===== src/hdl/dcd_pkg.sv =====
package dcd_pkg;
  // ==========================================================
  // Command codes
  localparam logic [7:0] CMD_SET_DEFAULT = 8'hC1;
  localparam logic [7:0] CMD_CLEAR_A = 8'hC2;
  localparam logic [7:0] CMD_CLEAR_B = 8'hC3;
  localparam logic [7:0] CMD_TX_CRC = 8'hC4;
  localparam logic [7:0] CMD_TX_NOCRC = 8'hC5;
  localparam logic [7:0] CMD_TX_REQA = 8'hC6;
  localparam logic [7:0] CMD_TX_WUPA = 8'hC7;
  localparam logic [7:0] CMD_FIELD_INIT = 8'hC8;
  localparam logic [7:0] CMD_FIELD_RESP = 8'hC9;
  localparam logic [7:0] CMD_FIELD_RESP0 = 8'hCA;
  localparam logic [7:0] CMD_GO_NORMAL = 8'hCB;
  localparam logic [7:0] CMD_ANALOG_PRESET = 8'hCC;
  localparam logic [7:0] CMD_MASK_RX = 8'hD0;
  localparam logic [7:0] CMD_UNMASK_RX = 8'hD1;
  localparam logic [7:0] CMD_MEAS_AMPL = 8'hD3;
  localparam logic [7:0] CMD_SQUELCH = 8'hD4;
  localparam logic [7:0] CMD_RESET_GAIN = 8'hD5;
  localparam logic [7:0] CMD_ADJ_REG = 8'hD6;
  localparam logic [7:0] CMD_CAL_MOD = 8'hD7;
  localparam logic [7:0] CMD_CAL_ANT = 8'hD8;
  localparam logic [7:0] CMD_MEAS_PHASE = 8'hD9;
  localparam logic [7:0] CMD_CLEAR_RSSI = 8'hDA;
  localparam logic [7:0] CMD_CAL_CAP = 8'hDD;
  localparam logic [7:0] CMD_MEAS_CAP = 8'hDE;
  localparam logic [7:0] CMD_MEAS_SUPPLY = 8'hDF;
  localparam logic [7:0] CMD_CLR_TEST = 8'hFA;
  localparam logic [7:0] CMD_TEST_ACCESS = 8'hFC;
  // ==========================================================
  // Register offsets (byte addresses)
  localparam logic [3:0] REG_CTRL = 4'h0;
  localparam logic [3:0] REG_CMD = 4'h4;
  localparam logic [3:0] REG_STATUS = 4'h8;
  localparam logic [3:0] REG_ACTION = 4'hC;
  // ==========================================================
  // Control field positions and reset value
  localparam int CTRL_CHIP_ON = 0;
  localparam int CTRL_TX_ON = 1;
  localparam int CTRL_RX_ON = 2;
  localparam int CTRL_MODE_14A = 3;
  localparam int CTRL_DETECT = 4;
  localparam logic [4:0] CTRL_RESET = 5'h00;
  // ==========================================================
  // Action pulse indices
  localparam int ACT_W = 24;
  localparam int A_DEFAULT = 0;
  localparam int A_CLEAR = 1;
  localparam int A_TX_CRC = 2;
  localparam int A_TX_NOCRC = 3;
  localparam int A_TX_REQA = 4;
  localparam int A_TX_WUPA = 5;
  localparam int A_FIELD_INIT = 6;
  localparam int A_FIELD_RESP = 7;
  localparam int A_FIELD_RESP0 = 8;
  localparam int A_GO_NORMAL = 9;
  localparam int A_PRESET = 10;
  localparam int A_MASK_RX = 11;
  localparam int A_UNMASK_RX = 12;
  localparam int A_MEAS_AMPL = 13;
  localparam int A_SQUELCH = 14;
  localparam int A_RESET_GAIN = 15;
  localparam int A_ADJ_REG = 16;
  localparam int A_CAL_MOD = 17;
  localparam int A_CAL_ANT = 18;
  localparam int A_MEAS_PHASE = 19;
  localparam int A_CLEAR_RSSI = 20;
  localparam int A_CAL_CAP = 21;
  localparam int A_MEAS_CAP = 22;
  localparam int A_MEAS_SUPPLY = 23;
  // ==========================================================
  // Decoded command attributes
  typedef struct packed {
    logic valid;
    logic need_chip;
    logic need_tx;
    logic need_rx;
    logic need_14a;
    logic need_detect;
    logic chainable;
    logic irq_end;
    logic [4:0] action;
  } dcd_attr_t;
endpackage


===== src/hdl/dcd_decoder.sv =====
`timescale 1ns/100ps
// Functional notes
// - C1 restores defaults in any mode; not chainable, no end interrupt
// - C2/C3 stop activity and clear FIFO when chip on; chainable
// - C4 transmit with CRC needs chip on and transmitter on
// - C5 transmit without CRC needs chip on and transmitter on
// - C6/C7 REQA/WUPA need 14443A mode, chip on, transmitter on
// - C8 initial collision avoidance then field on; needs chip on
// - C9/CA response collision avoidance then field on; end interrupt
// - CB leaves bit rate detection mode; accepted only in that mode
// - CC analog preset accepted in all modes, chainable
// - D0 masks received data; chip on and receiver on
// - D1 unmasks received data, overriding mask timer
// - D3 measures amplitude; end interrupt, not chainable
// - D4 squelch needs chip and receiver on; not chainable
// - D5 reloads manual gain; not chainable
// - D6 adjusts regulators; end interrupt; chip on
// - D7 calibrates modulation depth; end interrupt
// - D8 tunes antenna capacitors; end interrupt
// - D9 measures phase; end interrupt
// - DA clears RSSI, chainable, chip on
// - DD/DE capacitive sensor calibrate/measure; end interrupt
// - DF measures supply; chip on; end interrupt
// - FC opens test access; FA clears test regs only right after FC
// - Each command demands listed control bits before acceptance
// - Set-default leaves control register untouched
module dcd_decoder
  import dcd_pkg::*;
(
  // Clock, reset, enable
  input wire logic clk,
  input wire logic reset,
  input wire logic clk_en,
  // Avalon-MM slave
  input wire logic [3:0] avs_address,
  input wire logic avs_read,
  input wire logic avs_write,
  input wire logic [31:0] avs_writedata,
  output logic [31:0] avs_readdata,
  output logic avs_waitrequest,
  // Action pulses and status
  output logic [dcd_pkg::ACT_W-1:0] action_pulse,
  output logic cmd_chainable,
  output logic cmd_irq_end,
  output logic rx_masked,
  output logic test_open,
  output logic test_clear
);
  // ==========================================================
  // State
  typedef enum logic [1:0] {
    S_IDLE = 2'b01,
    S_DONE = 2'b10
  } dcd_bus_t;

  typedef struct packed {
    dcd_bus_t bus;
    logic [31:0] rdata;
    logic [4:0] ctrl;
    logic [7:0] last_code;
    logic last_ok;
    logic [ACT_W-1:0] act;
    logic chain;
    logic irq_end;
    logic masked;
    logic strobe;
    logic [7:0] code;
  } dcd_state_t;

  dcd_state_t st, next_st;
  dcd_attr_t attr;
  logic tg_open, tg_clear;

  function automatic logic accepted(input dcd_attr_t a, input logic [4:0] c);
    accepted = a.valid && (!a.need_chip || c[CTRL_CHIP_ON]) &&
               (!a.need_tx || c[CTRL_TX_ON]) && (!a.need_rx || c[CTRL_RX_ON]) &&
               (!a.need_14a || c[CTRL_MODE_14A]) &&
               (!a.need_detect || c[CTRL_DETECT]);
  endfunction

  dcd_table u_table (
    .code(st.code),
    .attr(attr)
  );

  dcd_test_gate u_test (
    .clk(clk),
    .reset(reset),
    .clk_en(clk_en),
    .cmd_strobe(st.strobe),
    .cmd_code(st.code),
    .soft_default(st.act[A_DEFAULT]),
    .test_open(tg_open),
    .test_clear(tg_clear)
  );

  // ==========================================================
  // Next state
  always_comb begin
    next_st = st;
    next_st.act = '0;
    next_st.strobe = 1'b0;
    // Bus: one wait cycle per access so read data comes from a flop
    case (st.bus)
      S_IDLE: begin
        if (avs_write) begin
          next_st.bus = S_DONE;
          if (avs_address == REG_CTRL) begin
            next_st.ctrl = avs_writedata[4:0];
          end else if (avs_address == REG_CMD) begin
            next_st.strobe = 1'b1;
            next_st.code = avs_writedata[7:0];
          end
        end else if (avs_read) begin
          next_st.bus = S_DONE;
          case (avs_address)
            REG_CTRL: next_st.rdata = {27'h0000000, st.ctrl};
            REG_CMD: next_st.rdata = {23'h000000, st.last_ok, st.last_code};
            REG_STATUS: next_st.rdata = {28'h0000000, tg_open, st.masked,
                                         st.irq_end, st.chain};
            REG_ACTION: next_st.rdata = {8'h00, st.act};
            default: next_st.rdata = 32'h00000000;
          endcase
        end
      end
      S_DONE: next_st.bus = S_IDLE;
      default: next_st.bus = S_IDLE;
    endcase
    // Command execute, one cycle after the write
    if (st.strobe) begin
      next_st.last_code = st.code;
      next_st.last_ok = accepted(attr, st.ctrl);
      if (accepted(attr, st.ctrl)) begin
        next_st.act[attr.action] = 1'b1;
        next_st.chain = attr.chainable;
        next_st.irq_end = attr.irq_end;
        if (attr.action == 5'(A_MASK_RX)) begin
          next_st.masked = 1'b1;
        end
        if (attr.action == 5'(A_UNMASK_RX)) begin
          next_st.masked = 1'b0;
        end
        if (attr.action == 5'(A_GO_NORMAL)) begin
          next_st.ctrl[CTRL_DETECT] = 1'b0;
        end
        if (attr.action == 5'(A_DEFAULT)) begin
          next_st.masked = 1'b0;
          next_st.chain = 1'b0;
          next_st.irq_end = 1'b0;
        end
      end
    end
  end

  always_ff @(posedge clk or posedge reset) begin
    if (reset) begin
      st <= '{bus: S_IDLE, ctrl: CTRL_RESET, default: '0};
    end else if (clk_en) begin
      st <= next_st;
    end
  end

  // ==========================================================
  // Outputs
  // One-hot idle bit, so the pin comes straight from a flop
  assign avs_waitrequest = st.bus[0];
  assign avs_readdata = st.rdata;
  assign action_pulse = st.act;
  assign cmd_chainable = st.chain;
  assign cmd_irq_end = st.irq_end;
  assign rx_masked = st.masked;
  assign test_open = tg_open;
  assign test_clear = tg_clear;
endmodule // dcd_decoder


===== src/hdl/dcd_table.sv =====
`timescale 1ns/100ps
// ==========================================================
// Code-to-attribute lookup
module dcd_table
  import dcd_pkg::*;
(
  // Code in
  input wire logic [7:0] code,
  // Attributes out
  output dcd_pkg::dcd_attr_t attr
);
  function automatic dcd_attr_t mk(input int c, input int t, input int r, input int a,
                                   input int d, input int ch, input int ir, input int act);
    dcd_attr_t x;
    x = '{1'b1, 1'(c), 1'(t), 1'(r), 1'(a), 1'(d), 1'(ch), 1'(ir), 5'(act)};
    return x;
  endfunction

  always_comb begin
    attr = '0;
    case (code)
      CMD_SET_DEFAULT: attr = mk(0, 0, 0, 0, 0, 0, 0, A_DEFAULT);
      CMD_CLEAR_A, CMD_CLEAR_B: attr = mk(1, 0, 0, 0, 0, 1, 0, A_CLEAR);
      CMD_TX_CRC: attr = mk(1, 1, 0, 0, 0, 1, 0, A_TX_CRC);
      CMD_TX_NOCRC: attr = mk(1, 1, 0, 0, 0, 1, 0, A_TX_NOCRC);
      CMD_TX_REQA: attr = mk(1, 1, 0, 1, 0, 1, 0, A_TX_REQA);
      CMD_TX_WUPA: attr = mk(1, 1, 0, 1, 0, 1, 0, A_TX_WUPA);
      CMD_FIELD_INIT: attr = mk(1, 0, 0, 0, 0, 1, 1, A_FIELD_INIT);
      CMD_FIELD_RESP: attr = mk(1, 0, 0, 0, 0, 1, 1, A_FIELD_RESP);
      CMD_FIELD_RESP0: attr = mk(1, 0, 0, 0, 0, 1, 1, A_FIELD_RESP0);
      CMD_GO_NORMAL: attr = mk(0, 0, 0, 0, 1, 1, 0, A_GO_NORMAL);
      CMD_ANALOG_PRESET: attr = mk(0, 0, 0, 0, 0, 1, 0, A_PRESET);
      CMD_MASK_RX: attr = mk(1, 0, 1, 0, 0, 1, 0, A_MASK_RX);
      CMD_UNMASK_RX: attr = mk(1, 0, 1, 0, 0, 1, 0, A_UNMASK_RX);
      CMD_MEAS_AMPL: attr = mk(1, 0, 0, 0, 0, 0, 1, A_MEAS_AMPL);
      CMD_SQUELCH: attr = mk(1, 0, 1, 0, 0, 0, 0, A_SQUELCH);
      CMD_RESET_GAIN: attr = mk(1, 0, 0, 0, 0, 0, 0, A_RESET_GAIN);
      CMD_ADJ_REG: attr = mk(1, 0, 0, 0, 0, 0, 1, A_ADJ_REG);
      CMD_CAL_MOD: attr = mk(1, 0, 0, 0, 0, 0, 1, A_CAL_MOD);
      CMD_CAL_ANT: attr = mk(1, 0, 0, 0, 0, 0, 1, A_CAL_ANT);
      CMD_MEAS_PHASE: attr = mk(1, 0, 0, 0, 0, 0, 1, A_MEAS_PHASE);
      CMD_CLEAR_RSSI: attr = mk(1, 0, 0, 0, 0, 1, 0, A_CLEAR_RSSI);
      CMD_CAL_CAP: attr = mk(0, 0, 0, 0, 0, 0, 1, A_CAL_CAP);
      CMD_MEAS_CAP: attr = mk(0, 0, 0, 0, 0, 0, 1, A_MEAS_CAP);
      CMD_MEAS_SUPPLY: attr = mk(1, 0, 0, 0, 0, 0, 1, A_MEAS_SUPPLY);
      default: attr = '0;
    endcase
  end
endmodule // dcd_table


===== src/hdl/dcd_test_gate.sv =====
`timescale 1ns/100ps
// ==========================================================
// Test register access gate: FC opens, FC then FA clears
module dcd_test_gate
  import dcd_pkg::*;
(
  // Clock, reset and enable
  input wire logic clk,
  input wire logic reset,
  input wire logic clk_en,
  // Command stream
  input wire logic cmd_strobe,
  input wire logic [7:0] cmd_code,
  input wire logic soft_default,
  // Results
  output logic test_open,
  output logic test_clear
);
  typedef struct packed {
    logic open;
    logic last_fc;
    logic clr;
  } dcd_tg_t;
  dcd_tg_t st, next_st;

  always_comb begin
    next_st = st;
    next_st.clr = 1'b0;
    if (soft_default) begin
      next_st = '0;
    end else if (cmd_strobe) begin
      if (cmd_code == CMD_TEST_ACCESS) begin
        next_st.open = 1'b1;
      end
      if (cmd_code == CMD_CLR_TEST && st.last_fc) begin
        next_st.clr = 1'b1;
      end
      next_st.last_fc = (cmd_code == CMD_TEST_ACCESS);
    end
  end

  always_ff @(posedge clk or posedge reset) begin
    if (reset) begin
      st <= '0;
    end else if (clk_en) begin
      st <= next_st;
    end
  end

  assign test_open = st.open;
  assign test_clear = st.clr;
endmodule // dcd_test_gate

===== config.mk =====
export PLATFORM = sky130hd
export DESIGN_NAME = dcd_decoder
export DESIGN_NICKNAME = d
export VERILOG_FILES = /design/src/hdl/dcd_pkg.sv /design/src/hdl/dcd_decoder.sv /design/src/hdl/dcd_table.sv /design/src/hdl/dcd_test_gate.sv
export SDC_FILE = /design/constraint.sdc
export NUM_CORES = 1
export LEC_CHECK = 0
export BUFFER_PORTS_ARGS = -buffer_cell sky130_fd_sc_hd__buf_2
export CELL_PAD_IN_SITES_DETAIL_PLACEMENT = 1
export CELL_PAD_IN_SITES_GLOBAL_PLACEMENT = 2
export CORE_UTILIZATION = 25
export DETAILED_ROUTE_END_ITERATION = 8
export PLACE_DENSITY = 0.69
export SLEW_MARGIN = 0
export SYNTH_ARGS = -nofsm -noshare
export SYNTH_HDL_FRONTEND = slang
export SYNTH_SLANG_ARGS = --single-unit

===== constraint.sdc =====
create_clock -name clk -period 4.8 [get_ports clk]
set_input_delay 0.72 -clock clk [delete_from_list [all_inputs] [get_ports clk]]
set_output_delay 0.72 -clock clk [all_outputs]
set_load 0.005 [all_outputs]

==> summary.md <==
| Metric | Value |
|---|---|
| Outcome | `finished, final reports clean` |
| Die Area | `0.01808 mm²` |
| Cell area after synthesis | `0.004385 mm²` |
| Top delay family on crit path | `compound AO/OA/AOI/OAI gates` |
| Post-synth cell types | `68` |
| Placer Congestion | `0.7945` |
| Vias | `3145` |
| Sequential power share | `0.444` |
| Row cnt | `48` |
| Synthesis-to-layout area growth | `9.073%` |
| Combinational group share of total power | `0.215` |
| Clk Latency, worst-skew pair | `330 ps` |
| Hold Path Class | `input port to asynchronous set/reset pin` |
| Worst Skew | `8.408 ps` |
| Hold Buf Count CTS | `0` |
| Core box area | `0.01724 mm²` |
| Crit share post-route | `0.6215` |
| Int Power | `1.229 mW` |
| ANT nets after route | `0` |
| Pwr Density | `383.9 mW/mm²` |
| Clk buf depth | `2` |
| Vias in the first global route | `3202` |
| F_max | `335.2 MHz` |
| # Max-Cap Violations | `0` |
| Flop-to-flop setup slack | `1820 ps` |
| Worst Setup Start Kind | `flip-flop` |
| TritonCTS clock tree | `built` |
| Worst-Margin Slew | `1234 ps` |
| Total track usage | `0.1367` |
| Die width | `134.4 µm` |
| Final count of hold timing violations | `0` |
| Clock power frac | `0.341` |
| Slew Viols, Final | `0` |
| Layout cells sized above 1 | `0.2958` |
| Final nets | `462` |
| CTS root buffer | `clkbuf_16` |
| Die Y | `134.4 µm` |
| Slowest cell on crit path | `dfrtp_1` |
| R2R Path End | `action_pulse[1]` |
| Overflow after GRT | `0` |
| DRC | `0` |
| Leak | `2.205 nW` |
| Cells after Synth | `412` |
| #FFs+latches synth | `79` |
| Mapped Avg Cell Area | `10.64 µm²` |
| Post-CTS sizing | `0` |
| Worst Path Required | `4970 ps` |
| Hpwl dp | `8427 µm` |
| Minimum clock period after layout | `2983 ps` |
| Port Buffers | `70` |
| Critical Path, Cell by Cell | `clkinv_1 -> mux2i_1 -> o2bb2ai_1 -> a2111oi_1 -> o32ai_2` |
| Setup bufs post-CTS | `0` |
| Largest net degree at the start of global routing | `52` |
| Starting density of the core | `0.2544` |
| Finished Core Util | `0.2775` |
| Worst r2r path cells | `5` |
| I/O pin count | `103` |
| Net Sw Frac | `0.3309` |
| Slew headroom | `0.1744` |
| Routed wire per std cell | `18.08 µm` |
| Critical-path maximum fanout | `25` |
| Part of the Yosys area used for sequential elements | `0.4511` |
| Post-synth top flop | `dfrtp_1` |
| First-pass GRT wire length | `18750 µm` |
| Clock Sinks | `79` |
| CP endpoint kind | `flip-flop` |
| Final setup vio count | `0` |
| Worst r2r src | `st[2]` |
| CTS buffer count | `9` |
| Syn. warnings | `0` |
| H-tree depth | `3` |
| Vias per inst | `4.824` |
| Final wirelength | `11790 µm` |
| Net Sw Power | `607.6 µW` |
| Pre-Repair DR Iteration Count | `4` |
| Reg clk slew, reported paths | `60 ps` |
| Crit Path Category | `flip-flop to flip-flop` |
| Drt initial violations | `131` |
| Worst Path Buf+Inv | `1` |
| Post-synth EDFFs | `0` |
| Setup TNS | `0 ps` |
| Worst path max stage delay | `870 ps` |
| Post-synth ARST share | `1.000` |
| Antenna violations before repair | `1` |
| CP arrival | `3160 ps` |
| RSZ-0062 raised after global routing | `false` |
| Peak VDD IR | `197.0 µV` |
## how the worst max path moves through the flow
stage / start / endpoint / slack, ps / depth (start not counted)
final: st[2] / action_pulse[1] / 1820 / 5
after global placement: st[2] / action_pulse[0] / 1910 / 5
after floorplan: reset / action_pulse[0] / 2060 / 1
after detailed placement: clk_en / action_pulse[4] / 1880 / 5
after CTS: st[2] / action_pulse[1] / 1880 / 5
after global routing: st[2] / action_pulse[1] / 1690 / 5
## cell usage after synthesis (all sizes together) (3+ instances only)
cell type	instances	share of area
nand3	9	0.010
buf	73	0.12
nand2	37	0.032
dfrtp	78	0.45
mux4	4	0.021
o32ai	8	0.021
nor3	7	0.0080
o41ai	7	0.019
o211ai	3	0.0083
o2bb2ai	10	0.020
nand2b	8	0.012
o21ai	16	0.018
a21oi	10	0.011
mux2	18	0.046
inv	16	0.014
nor2	12	0.010
o22ai	3	0.0043
nor2b	3	0.0043
o31ai	5	0.0086
mux2i	5	0.011
a22o	22	0.044
clkbuf	10	0.0086
## logic make-up (layout without fill, tap and decap cells)
| group | count (synthesis) | count (layout) | share of synthesized area |
|---|---|---|---|
| buf+inv | 101 | 108 | 0.1438 |
| mux | 27 | 27 | 0.07817 |
| fa+ha+maj | 1 | 1 | 0.002568 |
| simple gates | 97 | 97 | 0.1144 |
| flops | 79 | 79 | 0.4511 |
| other cells | 1 | 9 | 0.0008551 |
| compound gates | 104 | 104 | 0.2051 |
| xor+xnor | 2 | 2 | 0.003995 |
## cell type report
class | instances | area, µm²
inverters | 18 | 68.82
repair buffers | 74 | 380.4
diodes | 1 | 2.502
clock buffers | 13 | 250.2
fillers | 1939 | 12450
multi-input cells | 239 | 1803
flip-flops and latches | 79 | 1978
clock inverters | 3 | 18.77
well taps | 225 | 281.5
## layout by cell type (no fill, tap or decap), drive strengths merged, types with 2 or more instances in the layout
cell type  netlist  routed
clkbuf          10      13
o41ai            7       7
mux2            18      18
xnor2            2       2
a21oi           10      10
o31ai            5       5
nor3             7       7
or3              2       2
a211oi           2       2
a2bb2oi          2       2
dfrtp           78      78
a21o             2       2
nand4            2       2
o32ai            8       8
o2bb2ai         10      10
nand2           37      37
a311oi           2       2
o21ai           16      16
and3b            2       2
o22ai            3       3
mux4             4       4
o211ai           3       3
clkinv           2       6
nor4b            2       2
nor3b            2       2
a31oi            2       2
nand2b           8       8
nand3            9       9
nand3b           2       2
nor2b            3       3
conb             1       8
o21a             2       2
o221ai           2       2
and2b            2       2
nor2            12      12
inv             16      15
a22o            22      22
mux2i            5       5
buf             73      74
## through the flow
| stage | hold slack (ps) | cell area [µm²] | cells | setup WS (ps) | power (mW) |
|---|---|---|---|---|---|
| finish | 401.3 | 4783 | 652 | 1817 | 1.836 |
| global route | 433.7 | 4781 | 651 | 1688 | 1.933 |
| CTS | 409.4 | 4781 | 651 | 1878 | 1.860 |
| detailed placement | 463.7 | 4512 | 635 | 1882 | 1.224 |
| global placement | 458.0 | 4512 | 635 | 1907 | 1.207 |
| floorplan | 444.6 | 4412 | 419 | 2058 | 1.127 |
## metal layers
layer | vias to the layer above | part of all wire | global-route usage
met5 | - | 0.0014 | 0
met4 | 2 | 0.013 | 0.04557
met3 | 11 | 0.047 | 0.02721
li1 | 1443 | - | -
met1 | 1609 | 0.45 | 0.1771
met2 | 80 | 0.49 | 0.2268
## worst reg2reg max path, delay by kind of cell, from the launching register on
family / cells / cell delay (ps)
AO/OA/AOI/OAI: 3 / 1180
buffers and inverters: 1 / 560
flip-flops: 1 / 870
multiplexers: 1 / 220
## registers in the layout (all words and copies together), names as in the netlist
signal and cells:
u_test.test_open 1, u_test.st 1, cmd_irq_end 1, avs_readdata 24, st 24, avs_waitrequest 1, cmd_chainable 1, rx_masked 1
u_test.test_clear 1, action_pulse 24
## power by group through the flow
| stage | clock, mW | combinational, mW | sequential [mW] |
|---|---|---|---|
| 6_report | 0.626 | 0.395 | 0.815 |
| 5_1_grt | 0.669 | 0.437 | 0.827 |
| 4_1_cts | 0.646 | 0.400 | 0.814 |
| 3_5_place_dp | 0 | 0.398 | 0.825 |
| 3_3_place_gp | 0 | 0.385 | 0.821 |
| 2_1_floorplan | 0 | 0.378 | 0.749 |
Power figures use the tool's default switching activity.
